## src/uhp_pkg.sv

```systemverilog
// constants of the dual-channel host port and modem pin block
// How it works
// - host addresses a channel by holding its select low; only that channel transfers.
// - low clear-to-send means modem accepts data; shown in modem status bit 4.
// - modem pins never touch serial transmit or receive; status and control only.
// - low data-set-ready means modem powered and ready to exchange data.
// - writing one to modem control bit 0 drives terminal-ready low.
// - writing zero to modem control bit 0, or any reset, drives terminal-ready high.
// - eight-bit two-way data bus, undriven unless read data is driven.
// - bus line zero is the byte's least significant and first serial bit.
// - interrupt output enabled by modem control bit 3 alone; asserted only with bit 3 and an enabled pending source.
// - enabled interrupt asserts on receive error, data, transmit empty or modem change and holds until a write clears the status bit.
// - each channel has its own interrupt output, able to float.
// - falling read strobe puts addressed register on the data bus.
// - falling write strobe captures the data bus into the addressed register.
// - modem control bit 3 zero floats interrupt, user output two high; one the reverse.
// - three address lines pick the register of the selected channel.
// - reset high clears the channel registers, drives the active-low outputs high and the interrupts low.
package uhp_pkg;
  localparam int NCH = 2;
  localparam logic [2:0] OFS_IER = 3'h1;
  localparam logic [2:0] OFS_ISR = 3'h2;
  localparam logic [2:0] OFS_MCR = 3'h4;
  localparam logic [2:0] OFS_MSR = 3'h6;
  localparam logic [2:0] OFS_SCR = 3'h7;
  localparam int MCR_DTR = 0;
  localparam int MCR_OUT2 = 3;
  localparam int MSR_DCTS = 0;
  localparam int MSR_DDSR = 1;
  localparam int MSR_CTS = 4;
  localparam int MSR_DSR = 5;
  localparam int EV_RXERR = 0;
  localparam int EV_RXAV = 1;
  localparam int EV_TXE = 2;
  localparam int EV_MDM = 3;
  localparam logic [7:0] RST_BYTE = 8'h00;
  localparam logic [3:0] RST_EV = 4'h0;
endpackage

```

## src/uhp_port.sv

```systemverilog
// host parallel port, modem pins and interrupt logic of two channels
//
// The register offsets and strobed register access were decided locally.
`timescale 1ns/1ps
module uhp_port (
  input wire logic clk,
  input wire logic sys_rst,
  input wire logic channel_a_select_n,
  input wire logic channel_b_select_n,
  input wire logic host_read_strobe_n,
  input wire logic host_write_strobe_n,
  input wire logic reg_select_bit_zero,
  input wire logic reg_select_bit_one,
  input wire logic reg_select_bit_two,
  input wire logic [7:0] host_data_in,
  output logic [7:0] host_data_out,
  output logic host_data_oe_n,
  input wire logic clear_to_send_a_n,
  input wire logic clear_to_send_b_n,
  input wire logic data_set_ready_a_n,
  input wire logic data_set_ready_b_n,
  output logic terminal_ready_a_n,
  output logic terminal_ready_b_n,
  output logic irq_out_a,
  output logic irq_out_b,
  output logic irq_oe_a_n,
  output logic irq_oe_b_n,
  output logic user_output_two_a_n,
  output logic user_output_two_b_n,
  input wire logic rx_error_evt_a,
  input wire logic rx_error_evt_b,
  input wire logic rx_avail_evt_a,
  input wire logic rx_avail_evt_b,
  input wire logic tx_empty_evt_a,
  input wire logic tx_empty_evt_b
);
  localparam int SW = 19;

  // pins arrive from another domain: two flops, then a third for edges
  logic [SW-1:0] pin_raw;
  logic [SW-1:0] sync1_reg;
  logic [SW-1:0] sync2_reg;
  logic [SW-1:0] prev_reg;

  assign pin_raw = {channel_a_select_n, channel_b_select_n, host_read_strobe_n,
    host_write_strobe_n, reg_select_bit_two, reg_select_bit_one, reg_select_bit_zero,
    host_data_in, clear_to_send_a_n, clear_to_send_b_n, data_set_ready_a_n,
    data_set_ready_b_n};

  always_ff @(posedge clk) begin
    if (sys_rst) begin
      sync1_reg <= {SW{1'b1}};
      sync2_reg <= {SW{1'b1}};
      prev_reg <= {SW{1'b1}};
    end else begin
      sync1_reg <= pin_raw;
      sync2_reg <= sync1_reg;
      prev_reg <= sync2_reg;
    end
  end

  logic [1:0] sel;
  logic rd_n;
  logic wr_n;
  logic rd_fall;
  logic wr_fall;
  logic [2:0] addr;
  logic [7:0] wdata;
  logic [1:0] cts_n;
  logic [1:0] dsr_n;
  logic [1:0] cts_chg;
  logic [1:0] dsr_chg;

  always_comb begin
    sel = ~{sync2_reg[17], sync2_reg[18]};
    rd_n = sync2_reg[16];
    wr_n = sync2_reg[15];
    rd_fall = prev_reg[16] & ~sync2_reg[16];
    wr_fall = prev_reg[15] & ~sync2_reg[15];
    addr = sync2_reg[14:12];
    wdata = sync2_reg[11:4];
    cts_n = {sync2_reg[2], sync2_reg[3]};
    dsr_n = {sync2_reg[0], sync2_reg[1]};
    cts_chg = cts_n ^ {prev_reg[2], prev_reg[3]};
    dsr_chg = dsr_n ^ {prev_reg[0], prev_reg[1]};
  end

  logic [2:0] ev_in [uhp_pkg::NCH];
  assign ev_in[0] = {tx_empty_evt_a, rx_avail_evt_a, rx_error_evt_a};
  assign ev_in[1] = {tx_empty_evt_b, rx_avail_evt_b, rx_error_evt_b};

  // per-channel registers, then the shared read data and bus enable
  logic [3:0] ier_reg [uhp_pkg::NCH];
  logic [3:0] ier_next [uhp_pkg::NCH];
  logic [3:0] isr_reg [uhp_pkg::NCH];
  logic [3:0] isr_next [uhp_pkg::NCH];
  logic [7:0] mcr_reg [uhp_pkg::NCH];
  logic [7:0] mcr_next [uhp_pkg::NCH];
  logic [7:0] scr_reg [uhp_pkg::NCH];
  logic [7:0] scr_next [uhp_pkg::NCH];
  logic [1:0] dlt_reg [uhp_pkg::NCH];
  logic [1:0] dlt_next [uhp_pkg::NCH];
  logic [1:0] dtr_n_reg;
  logic [1:0] dtr_n_next;
  logic [1:0] irq_reg;
  logic [1:0] irq_next;
  logic [1:0] irq_oe_n_reg;
  logic [1:0] irq_oe_n_next;
  logic [1:0] op2_n_reg;
  logic [1:0] op2_n_next;
  logic [7:0] rdata_reg;
  logic [7:0] rdata_next;
  logic oe_n_reg;
  logic oe_n_next;

  // register read decode, used for both channels
  function automatic logic [7:0] reg_read(input logic [2:0] a, input logic [3:0] irq_enable_reg,
      input logic [3:0] isr, input logic [7:0] modem_control_reg, input logic [7:0] scr,
      input logic [1:0] dlt, input logic cts_pin_n, input logic dsr_pin_n);
    logic [7:0] r;
    r = 8'h00;
    case (a)
      uhp_pkg::OFS_IER: r = {4'h0, irq_enable_reg};
      uhp_pkg::OFS_ISR: r = {4'h0, isr};
      uhp_pkg::OFS_MCR: r = modem_control_reg;
      uhp_pkg::OFS_MSR: begin
        r[uhp_pkg::MSR_CTS] = ~cts_pin_n;
        r[uhp_pkg::MSR_DSR] = ~dsr_pin_n;
        r[uhp_pkg::MSR_DCTS] = dlt[0];
        r[uhp_pkg::MSR_DDSR] = dlt[1];
      end
      uhp_pkg::OFS_SCR: r = scr;
      default: r = 8'h00;
    endcase
    return r;
  endfunction

  always_comb begin
    logic [1:0] wr_ch;
    logic [1:0] rd_ch;
    logic [3:0] ev;
    ev = 4'h0;
    wr_ch = sel & {2{wr_fall}};
    rd_ch = sel & {2{rd_fall}};
    for (int c = 0; c < uhp_pkg::NCH; c++) begin
      ier_next[c] = ier_reg[c];
      mcr_next[c] = mcr_reg[c];
      scr_next[c] = scr_reg[c];
      dlt_next[c] = dlt_reg[c] | {dsr_chg[c], cts_chg[c]};
      ev = {cts_chg[c] | dsr_chg[c], ev_in[c]};
      isr_next[c] = isr_reg[c];
      if (wr_ch[c]) begin
        case (addr)
          uhp_pkg::OFS_IER: ier_next[c] = wdata[3:0];
          uhp_pkg::OFS_ISR: isr_next[c] = isr_reg[c] & ~wdata[3:0];
          uhp_pkg::OFS_MCR: mcr_next[c] = wdata;
          uhp_pkg::OFS_SCR: scr_next[c] = wdata;
          default: ;
        endcase
      end
      // an event in the clearing cycle survives the clear
      isr_next[c] = isr_next[c] | ev;
      // reading modem status hands the change flags back to software
      if (rd_ch[c] && addr == uhp_pkg::OFS_MSR) begin
        dlt_next[c] = {dsr_chg[c], cts_chg[c]};
      end
      dtr_n_next[c] = ~mcr_next[c][uhp_pkg::MCR_DTR];
      // pins reach status and, through the modem change event, the interrupt; no serial path reads them
      irq_next[c] = mcr_next[c][uhp_pkg::MCR_OUT2] & (|(isr_next[c] & ier_next[c]));
      irq_oe_n_next[c] = ~mcr_next[c][uhp_pkg::MCR_OUT2];
      op2_n_next[c] = ~mcr_next[c][uhp_pkg::MCR_OUT2];
    end
    rdata_next = rdata_reg;
    // channel a wins if the host selects both at once
    if (rd_ch[0]) begin
      rdata_next = reg_read(addr, ier_reg[0], isr_reg[0], mcr_reg[0], scr_reg[0],
        dlt_reg[0], cts_n[0], dsr_n[0]);
    end else if (rd_ch[1]) begin
      rdata_next = reg_read(addr, ier_reg[1], isr_reg[1], mcr_reg[1], scr_reg[1],
        dlt_reg[1], cts_n[1], dsr_n[1]);
    end
    // drive only while the strobe of a selected channel is held low
    oe_n_next = ~(~rd_n & ~prev_reg[16] & (|sel));
  end

  always_ff @(posedge clk) begin
    if (sys_rst) begin
      for (int c = 0; c < uhp_pkg::NCH; c++) begin
        ier_reg[c] <= uhp_pkg::RST_EV;
        isr_reg[c] <= uhp_pkg::RST_EV;
        mcr_reg[c] <= uhp_pkg::RST_BYTE;
        scr_reg[c] <= uhp_pkg::RST_BYTE;
        dlt_reg[c] <= 2'h0;
      end
      dtr_n_reg <= 2'h3;
      irq_reg <= 2'h0;
      irq_oe_n_reg <= 2'h3;
      op2_n_reg <= 2'h3;
      rdata_reg <= uhp_pkg::RST_BYTE;
      oe_n_reg <= 1'b1;
    end else begin
      for (int c = 0; c < uhp_pkg::NCH; c++) begin
        ier_reg[c] <= ier_next[c];
        isr_reg[c] <= isr_next[c];
        mcr_reg[c] <= mcr_next[c];
        scr_reg[c] <= scr_next[c];
        dlt_reg[c] <= dlt_next[c];
      end
      dtr_n_reg <= dtr_n_next;
      irq_reg <= irq_next;
      irq_oe_n_reg <= irq_oe_n_next;
      op2_n_reg <= op2_n_next;
      rdata_reg <= rdata_next;
      oe_n_reg <= oe_n_next;
    end
  end

  assign host_data_out = rdata_reg;
  assign host_data_oe_n = oe_n_reg;
  assign terminal_ready_a_n = dtr_n_reg[0];
  assign terminal_ready_b_n = dtr_n_reg[1];
  assign irq_out_a = irq_reg[0];
  assign irq_out_b = irq_reg[1];
  assign irq_oe_a_n = irq_oe_n_reg[0];
  assign irq_oe_b_n = irq_oe_n_reg[1];
  assign user_output_two_a_n = op2_n_reg[0];
  assign user_output_two_b_n = op2_n_reg[1];
endmodule

```

## config.mk

```make
export PLATFORM = sky130hd
export DESIGN_NAME = uhp_port
export DESIGN_NICKNAME = d
export VERILOG_FILES = /design/src/uhp_pkg.sv /design/src/uhp_port.sv
export SDC_FILE = /design/constraint.sdc
export NUM_CORES = 1
export LEC_CHECK = 0
export BUFFER_PORTS_ARGS = -buffer_cell sky130_fd_sc_hd__buf_4
export CAP_MARGIN = 20
export CORE_MARGIN = 3
export CORE_UTILIZATION = 41
export CTS_CLUSTER_SIZE = 24
export DETAILED_ROUTE_END_ITERATION = 16
export GPL_TIMING_DRIVEN = 0
export HOLD_SLACK_MARGIN = 0.1
export PLACE_DENSITY = 0.58
export SLEW_MARGIN = 10
export SYNTH_ARGS = -nofsm -noshare
export SYNTH_HDL_FRONTEND = slang
export SYNTH_SLANG_ARGS = --single-unit
```

## constraint.sdc

```tcl
create_clock -name clk -period 1.8 [get_ports clk]
set_input_delay 0.36 -clock clk [delete_from_list [all_inputs] [get_ports clk]]
set_output_delay 0.36 -clock clk [all_outputs]
set_load 0.01 [all_outputs]
```

# == Word-level counts from Yosys, hierarchy flattened ==
# Memories as Yosys holds them, arrays and structs flattened.
# Index checks and enable logic that the tools add are counted.
# totals
reg_bits,70
latch_bits,0
mem_bits_rw,52
romBits,0
out_inout_bits,17
elab_cells,109
n_memories,5
# mem_list
name,words,width,read_ports,rd_ports_with_merged_regs,write_ports,line_no,text
mcr_reg,2,8,2,0,2,uhp_port.sv:97,logic [7:0] mcr_reg [uhp_pkg::NCH];
scr_reg,2,8,2,0,2,uhp_port.sv:99,logic [7:0] scr_reg [uhp_pkg::NCH];
ier_reg,2,4,2,0,2,uhp_port.sv:93,logic [3:0] ier_reg [uhp_pkg::NCH];
isr_reg,2,4,2,0,2,uhp_port.sv:95,logic [3:0] isr_reg [uhp_pkg::NCH];
dlt_reg,2,2,2,0,2,uhp_port.sv:101,logic [1:0] dlt_reg [uhp_pkg::NCH];
# classes
addsub,0
mul,0
div_mod_pow,0
order_cmp,0
n_eq_ne,5
n_shift,0
mux,41
bitwise,44
reduce_logical,6
# op_table
operator,count
$mux 8,14
$mux 4,12
$pmux 2 s5,2
$and 4x4->4,4
$pmux 2 s4,2
$not 1->1,12
$or 1x1->1,12
$pmux 2 s3,2
$eq 3x3->1 const B,3
$mux 2,4
$or 4x4->4,2
$pmux 2 s2,2
$reduce_or 4->1,2
$and 1x1->1,6
$and 2x2->2,2
$not 4->4,1
$or 2x2->2,2
$xor 2x2->2,2
$eq 3x1->1 const B,1
$eq 3x2->1 const B,1
$mux 1,3
$logic_and 1x1->1,2
$not 2->2,1
$reduce_bool 2->1,1
$reduce_or 2->1,1

# == Longest topological paths before layout ==
# depth
word_depth,8
ltp_mapped,7
ltp_nobuf,5

# == Worst setup path after synthesis ==
# OpenSTA, ideal clock, no wires.
# synth_timing
path_kind,register to register
from,reg sync2_reg[12]
to,"reg rdata_reg[2], in the netlist host_data_out[2]"
setup_time_ns,0.070
arrival_time_ns,1.628
t_required_ns,1.730
path_slack_ns,0.102
path_stages_with_launch,8
cell_sequence,dfxtp_1 -> buf_2 -> clkbuf_1 -> inv_1 -> fa_1 -> nor2_1 -> o211ai_1 -> a21oi_1
# synth_via
elab_chain_len,4
# synth_lines
item,line_no,text
from (decl),uhp_port.sv:42,logic [SW-1:0] sync2_reg;
from (signal assigned),uhp_port.sv:53,sync2_reg <= {SW{1'b1}};
from (signal assigned),uhp_port.sv:57,sync2_reg <= sync1_reg;
$eq 3x3->1 (tied with other cells),uhp_port.sv:122,case (a)
$pmux 2 s4,uhp_port.sv:122,
$mux 8,uhp_port.sv:178,end else if (rd_ch[1]) begin
$mux 8 *,uhp_port.sv:175,if (rd_ch[0]) begin
to (signal assigned),uhp_port.sv:199,rdata_reg <= uhp_pkg::RST_BYTE;
to (signal assigned),uhp_port.sv:213,rdata_reg <= rdata_next;
to (decl),uhp_port.sv:111,logic [7:0] rdata_reg;
# Mark *: on every way between the ends. The rest lies on a longest branch, timed or not. The select of a mux whose other input is x is not followed.
# A chain may end at the register's enable or synchronous reset.

# == Final worst setup path ==
# layout_timing
from,reg sync2_reg[13]
to,"reg rdata_reg[2], in the netlist host_data_out[2]"
# Same word-level chain as after synthesis.

==> impl_metrics.yaml <==
run:
  max_cap_viol_count: 0
logic_synthesis:
  synth_compound_area_frac: 0.114
  synth_area_sq_mm: 0.00418
  synth_top_family_by_area: "simple AND/OR/NAND/NOR gates"
  ys_seq_elements: 111
  syn_nets: 456
  ys_types: 40
  synth-simple-area-share: 0.214
  synthMuxAreaShare: 0.0893
  synth_xor_area_frac: 0.00839
  synth-seq-area-share: 0.532
  synth_cells: 428
  synth_warnings: 0
  synth-edff-count: 0
  yosys_most_used_dff: "dfxtp_1"
  async_reset_ff_frac: 0
  synthAdderAreaFrac: 0.00479
  avgSynthCellArea_sq_um: 9.76
global_routing:
  grt_pass1_vias: 3109
  antenna_found_initial: 0
  track_usage: 0.183
  grt_max_degree: 20
  grt_overflow: 0
  grt_pass1_wl_mm: 16.2
worst_setup_path:
  critPathMaxFanout: 10
  startpoint_type: "flop"
  reg2reg_to: "host_data_out[2]"
  reg2reg_depth: 6
  arrival_ns: 1.98
  r2r-start: "sync2_reg[13]"
  worstSetupPathType: "flop to flop"
  worst_setup_path_end_kind: "flop"
  r2r_setup_slack_ns: 0.06
  critPathRequiredTime_ns: 2.04
sta:
  slew_viol_final: 0
  hold_ws_ns: 0.172
  period_share: 0.965
  slew_headroom: 0.570
  timing_hold_violations_final: 0
  fin_crit_ns: 1.74
  fin_skew_ns: 0.0147
  finalSetupViolCount: 0
  rsz0062_at_grt: "yes"
  max_freq_mhz: 576
  tightest_slew_ns: 0.645
finish:
  final_common_cell: "dfxtp_1"
  syn_to_final_growth_pct: 18.7
  nets: 515
  mostFrequentLayoutCells: "dfxtp_1 (108), buf_4 (57), nor2_1 (53)"
  drive_gt1_frac: 0.297
  antennaDiodeCount: 0
  finalNonFillerCells: 625
  post-route-util: 0.505
power_and_ir_drop:
  power.leakage_uw: 0.00201
  p_per_area_mw_per_mm2: 862
  switching_share: 0.248
  switchingPower_uw: 1060
  share_comb_of_total_power: 0.063
  p_int_uw: 3210
  pwr-share-clk: 0.336
  vdd_drop_max_v: 0.000427
  seqPwrFrac: 0.601
drt:
  dr.first_iter.drc_count: 178
  routedWlPerCell_um: 16.2
  num_vias: 3211
  drt-pass1-iter-count: 4
  drcViolationCount: 0
  routed_via_density: 5.14
  wl_mm: 10.1
  antenna_left: 0
place:
  port_buffers: 42
  dp_cells: 603
  dpl.hpwl_mm: 7.25
  gp_congestion: 0.881
worst_hold_path:
  hold_class: "input port to flop"
  min_to: "sync1_reg[7]"
  worstHoldStart: "host_data_in[3]"
  hold_path_depth: 2
floorplan:
  io_pins: 44
  row_count: 36
  initial_core_util: 0.425
  die_w_um: 107
  dieArea_sq_mm: 0.0114
  core_area_sq_mm: 0.00982
  dieHeight_um: 107
clocking:
  cts_buffers: 9
  h-tree-depth: 3
  cts_tree: "done"
  cts-root-buf: "clkbuf_8"
  clkTransAtPathRegs_ns: 0.11
  clock_latency_ns: 0.36
  numClockSinks: 111
  hold_buffers: 0
  cts_buffer_depth: 2
outcome:
  status: "finished, final reports clean"
[power groups by stage]
stage | logic, uW | registers [uW] | clock network [uW]
detailed placement | 264 | 2620 | 0
CTS | 269 | 2560 | 1460
floorplan | 162 | 2610 | 0
global route | 296 | 2580 | 1550
finish | 271 | 2570 | 1430
global placement | 260 | 2620 | 0
[per-stage QoR]
stage / power (uW) / instance area (sq um) / TNS, ns / setup slack (ns)
detailed placement: 2880 / 4660 / -2.27 / -0.282
floorplan: 2770 / 4180 / 0 / 0.102
global placement: 2880 / 4660 / -1.96 / -0.238
CTS: 4290 / 4910 / 0 / 0.00321
global route: 4420 / 4950 / -0.00893 / -0.00893
finish: 4270 / 4950 / 0 / 0.0637
[cell families after synthesis]
group | Yosys count
buf+inv | 34
mux | 37
xor+xnor | 4
fa+ha+maj | 1
compound gates | 72
simple gates | 169
flops | 111
[final cells by class]
| cell class | count | area, sq um |
|---|---|---|
| Sequential cell | 111 | 2230 |
| Timing Repair Buffer | 49 | 368 |
| Fill cell | 927 | 4860 |
| Multi-Input combinational cell | 283 | 1830 |
| Clock inverter | 6 | 50.0 |
| Buffer | 27 | 153 |
| Tap cell | 133 | 166 |
| Inverter | 6 | 22.5 |
| Clock buffer | 10 | 138 |
[repair_timing]
| action | 4_1_cts | 5_1_grt |
|---|---|---|
| resized for setup | 14 | 9 |
| pin swaps | 2 | 1 |
| endpoints found under the setup margin | 36 | 13 |
| setup buffers | 4 | 3 |
[cell usage after synthesis (all sizes together), types with 3 or more instances]
master | number | area [sq um]
dfxtp | 111 | 2220
nor2 | 56 | 213
or2 | 46 | 288
mux2i | 35 | 350
nand2 | 30 | 123
a21oi | 24 | 120
clkbuf | 18 | 67.6
nand3 | 17 | 85.1
a221oi | 11 | 96.3
buf | 10 | 67.6
o21ai | 8 | 40.0
inv | 6 | 22.5
o22ai | 6 | 37.5
a22oi | 5 | 37.5
nor2b | 5 | 31.3
o211ai | 5 | 37.5
xor2 | 4 | 35.0
a211oi | 3 | 22.5
a221o | 3 | 30.0
nor3b | 3 | 27.5
[how the worst max path moves through the flow]
stage                       endpoint  cells after the start  slack, ns           from
detailed placement  host_data_out[2]                      7      -0.28  sync2_reg[12]
global route        host_data_out[0]                      6     -0.009  sync2_reg[13]
finish              host_data_out[2]                      6       0.06  sync2_reg[13]
global placement    host_data_out[3]                      7      -0.24  sync2_reg[12]
floorplan           host_data_out[2]                      7       0.10  sync2_reg[12]
CTS                 host_data_out[2]                      7      0.003  sync2_reg[12]
[worst max-delay path: stages, from the launching register on]
cell      delay, ns
dfxtp_4        0.41
buf_4          0.19
and2b_1        0.24
a221oi_1       0.37
nor2_1         0.13
o211ai_1       0.18
a21oi_1        0.08
[routing by layer]
layer,GRT usage,vias up,part of all wire
li1,-,1585,-
met5,0,-,0
met4,0.0758,0,0.017
met3,0.0265,11,0.055
met2,0.285,96,0.46
met1,0.257,1519,0.46
Note: power is estimated with default switching activity, not from simulation.
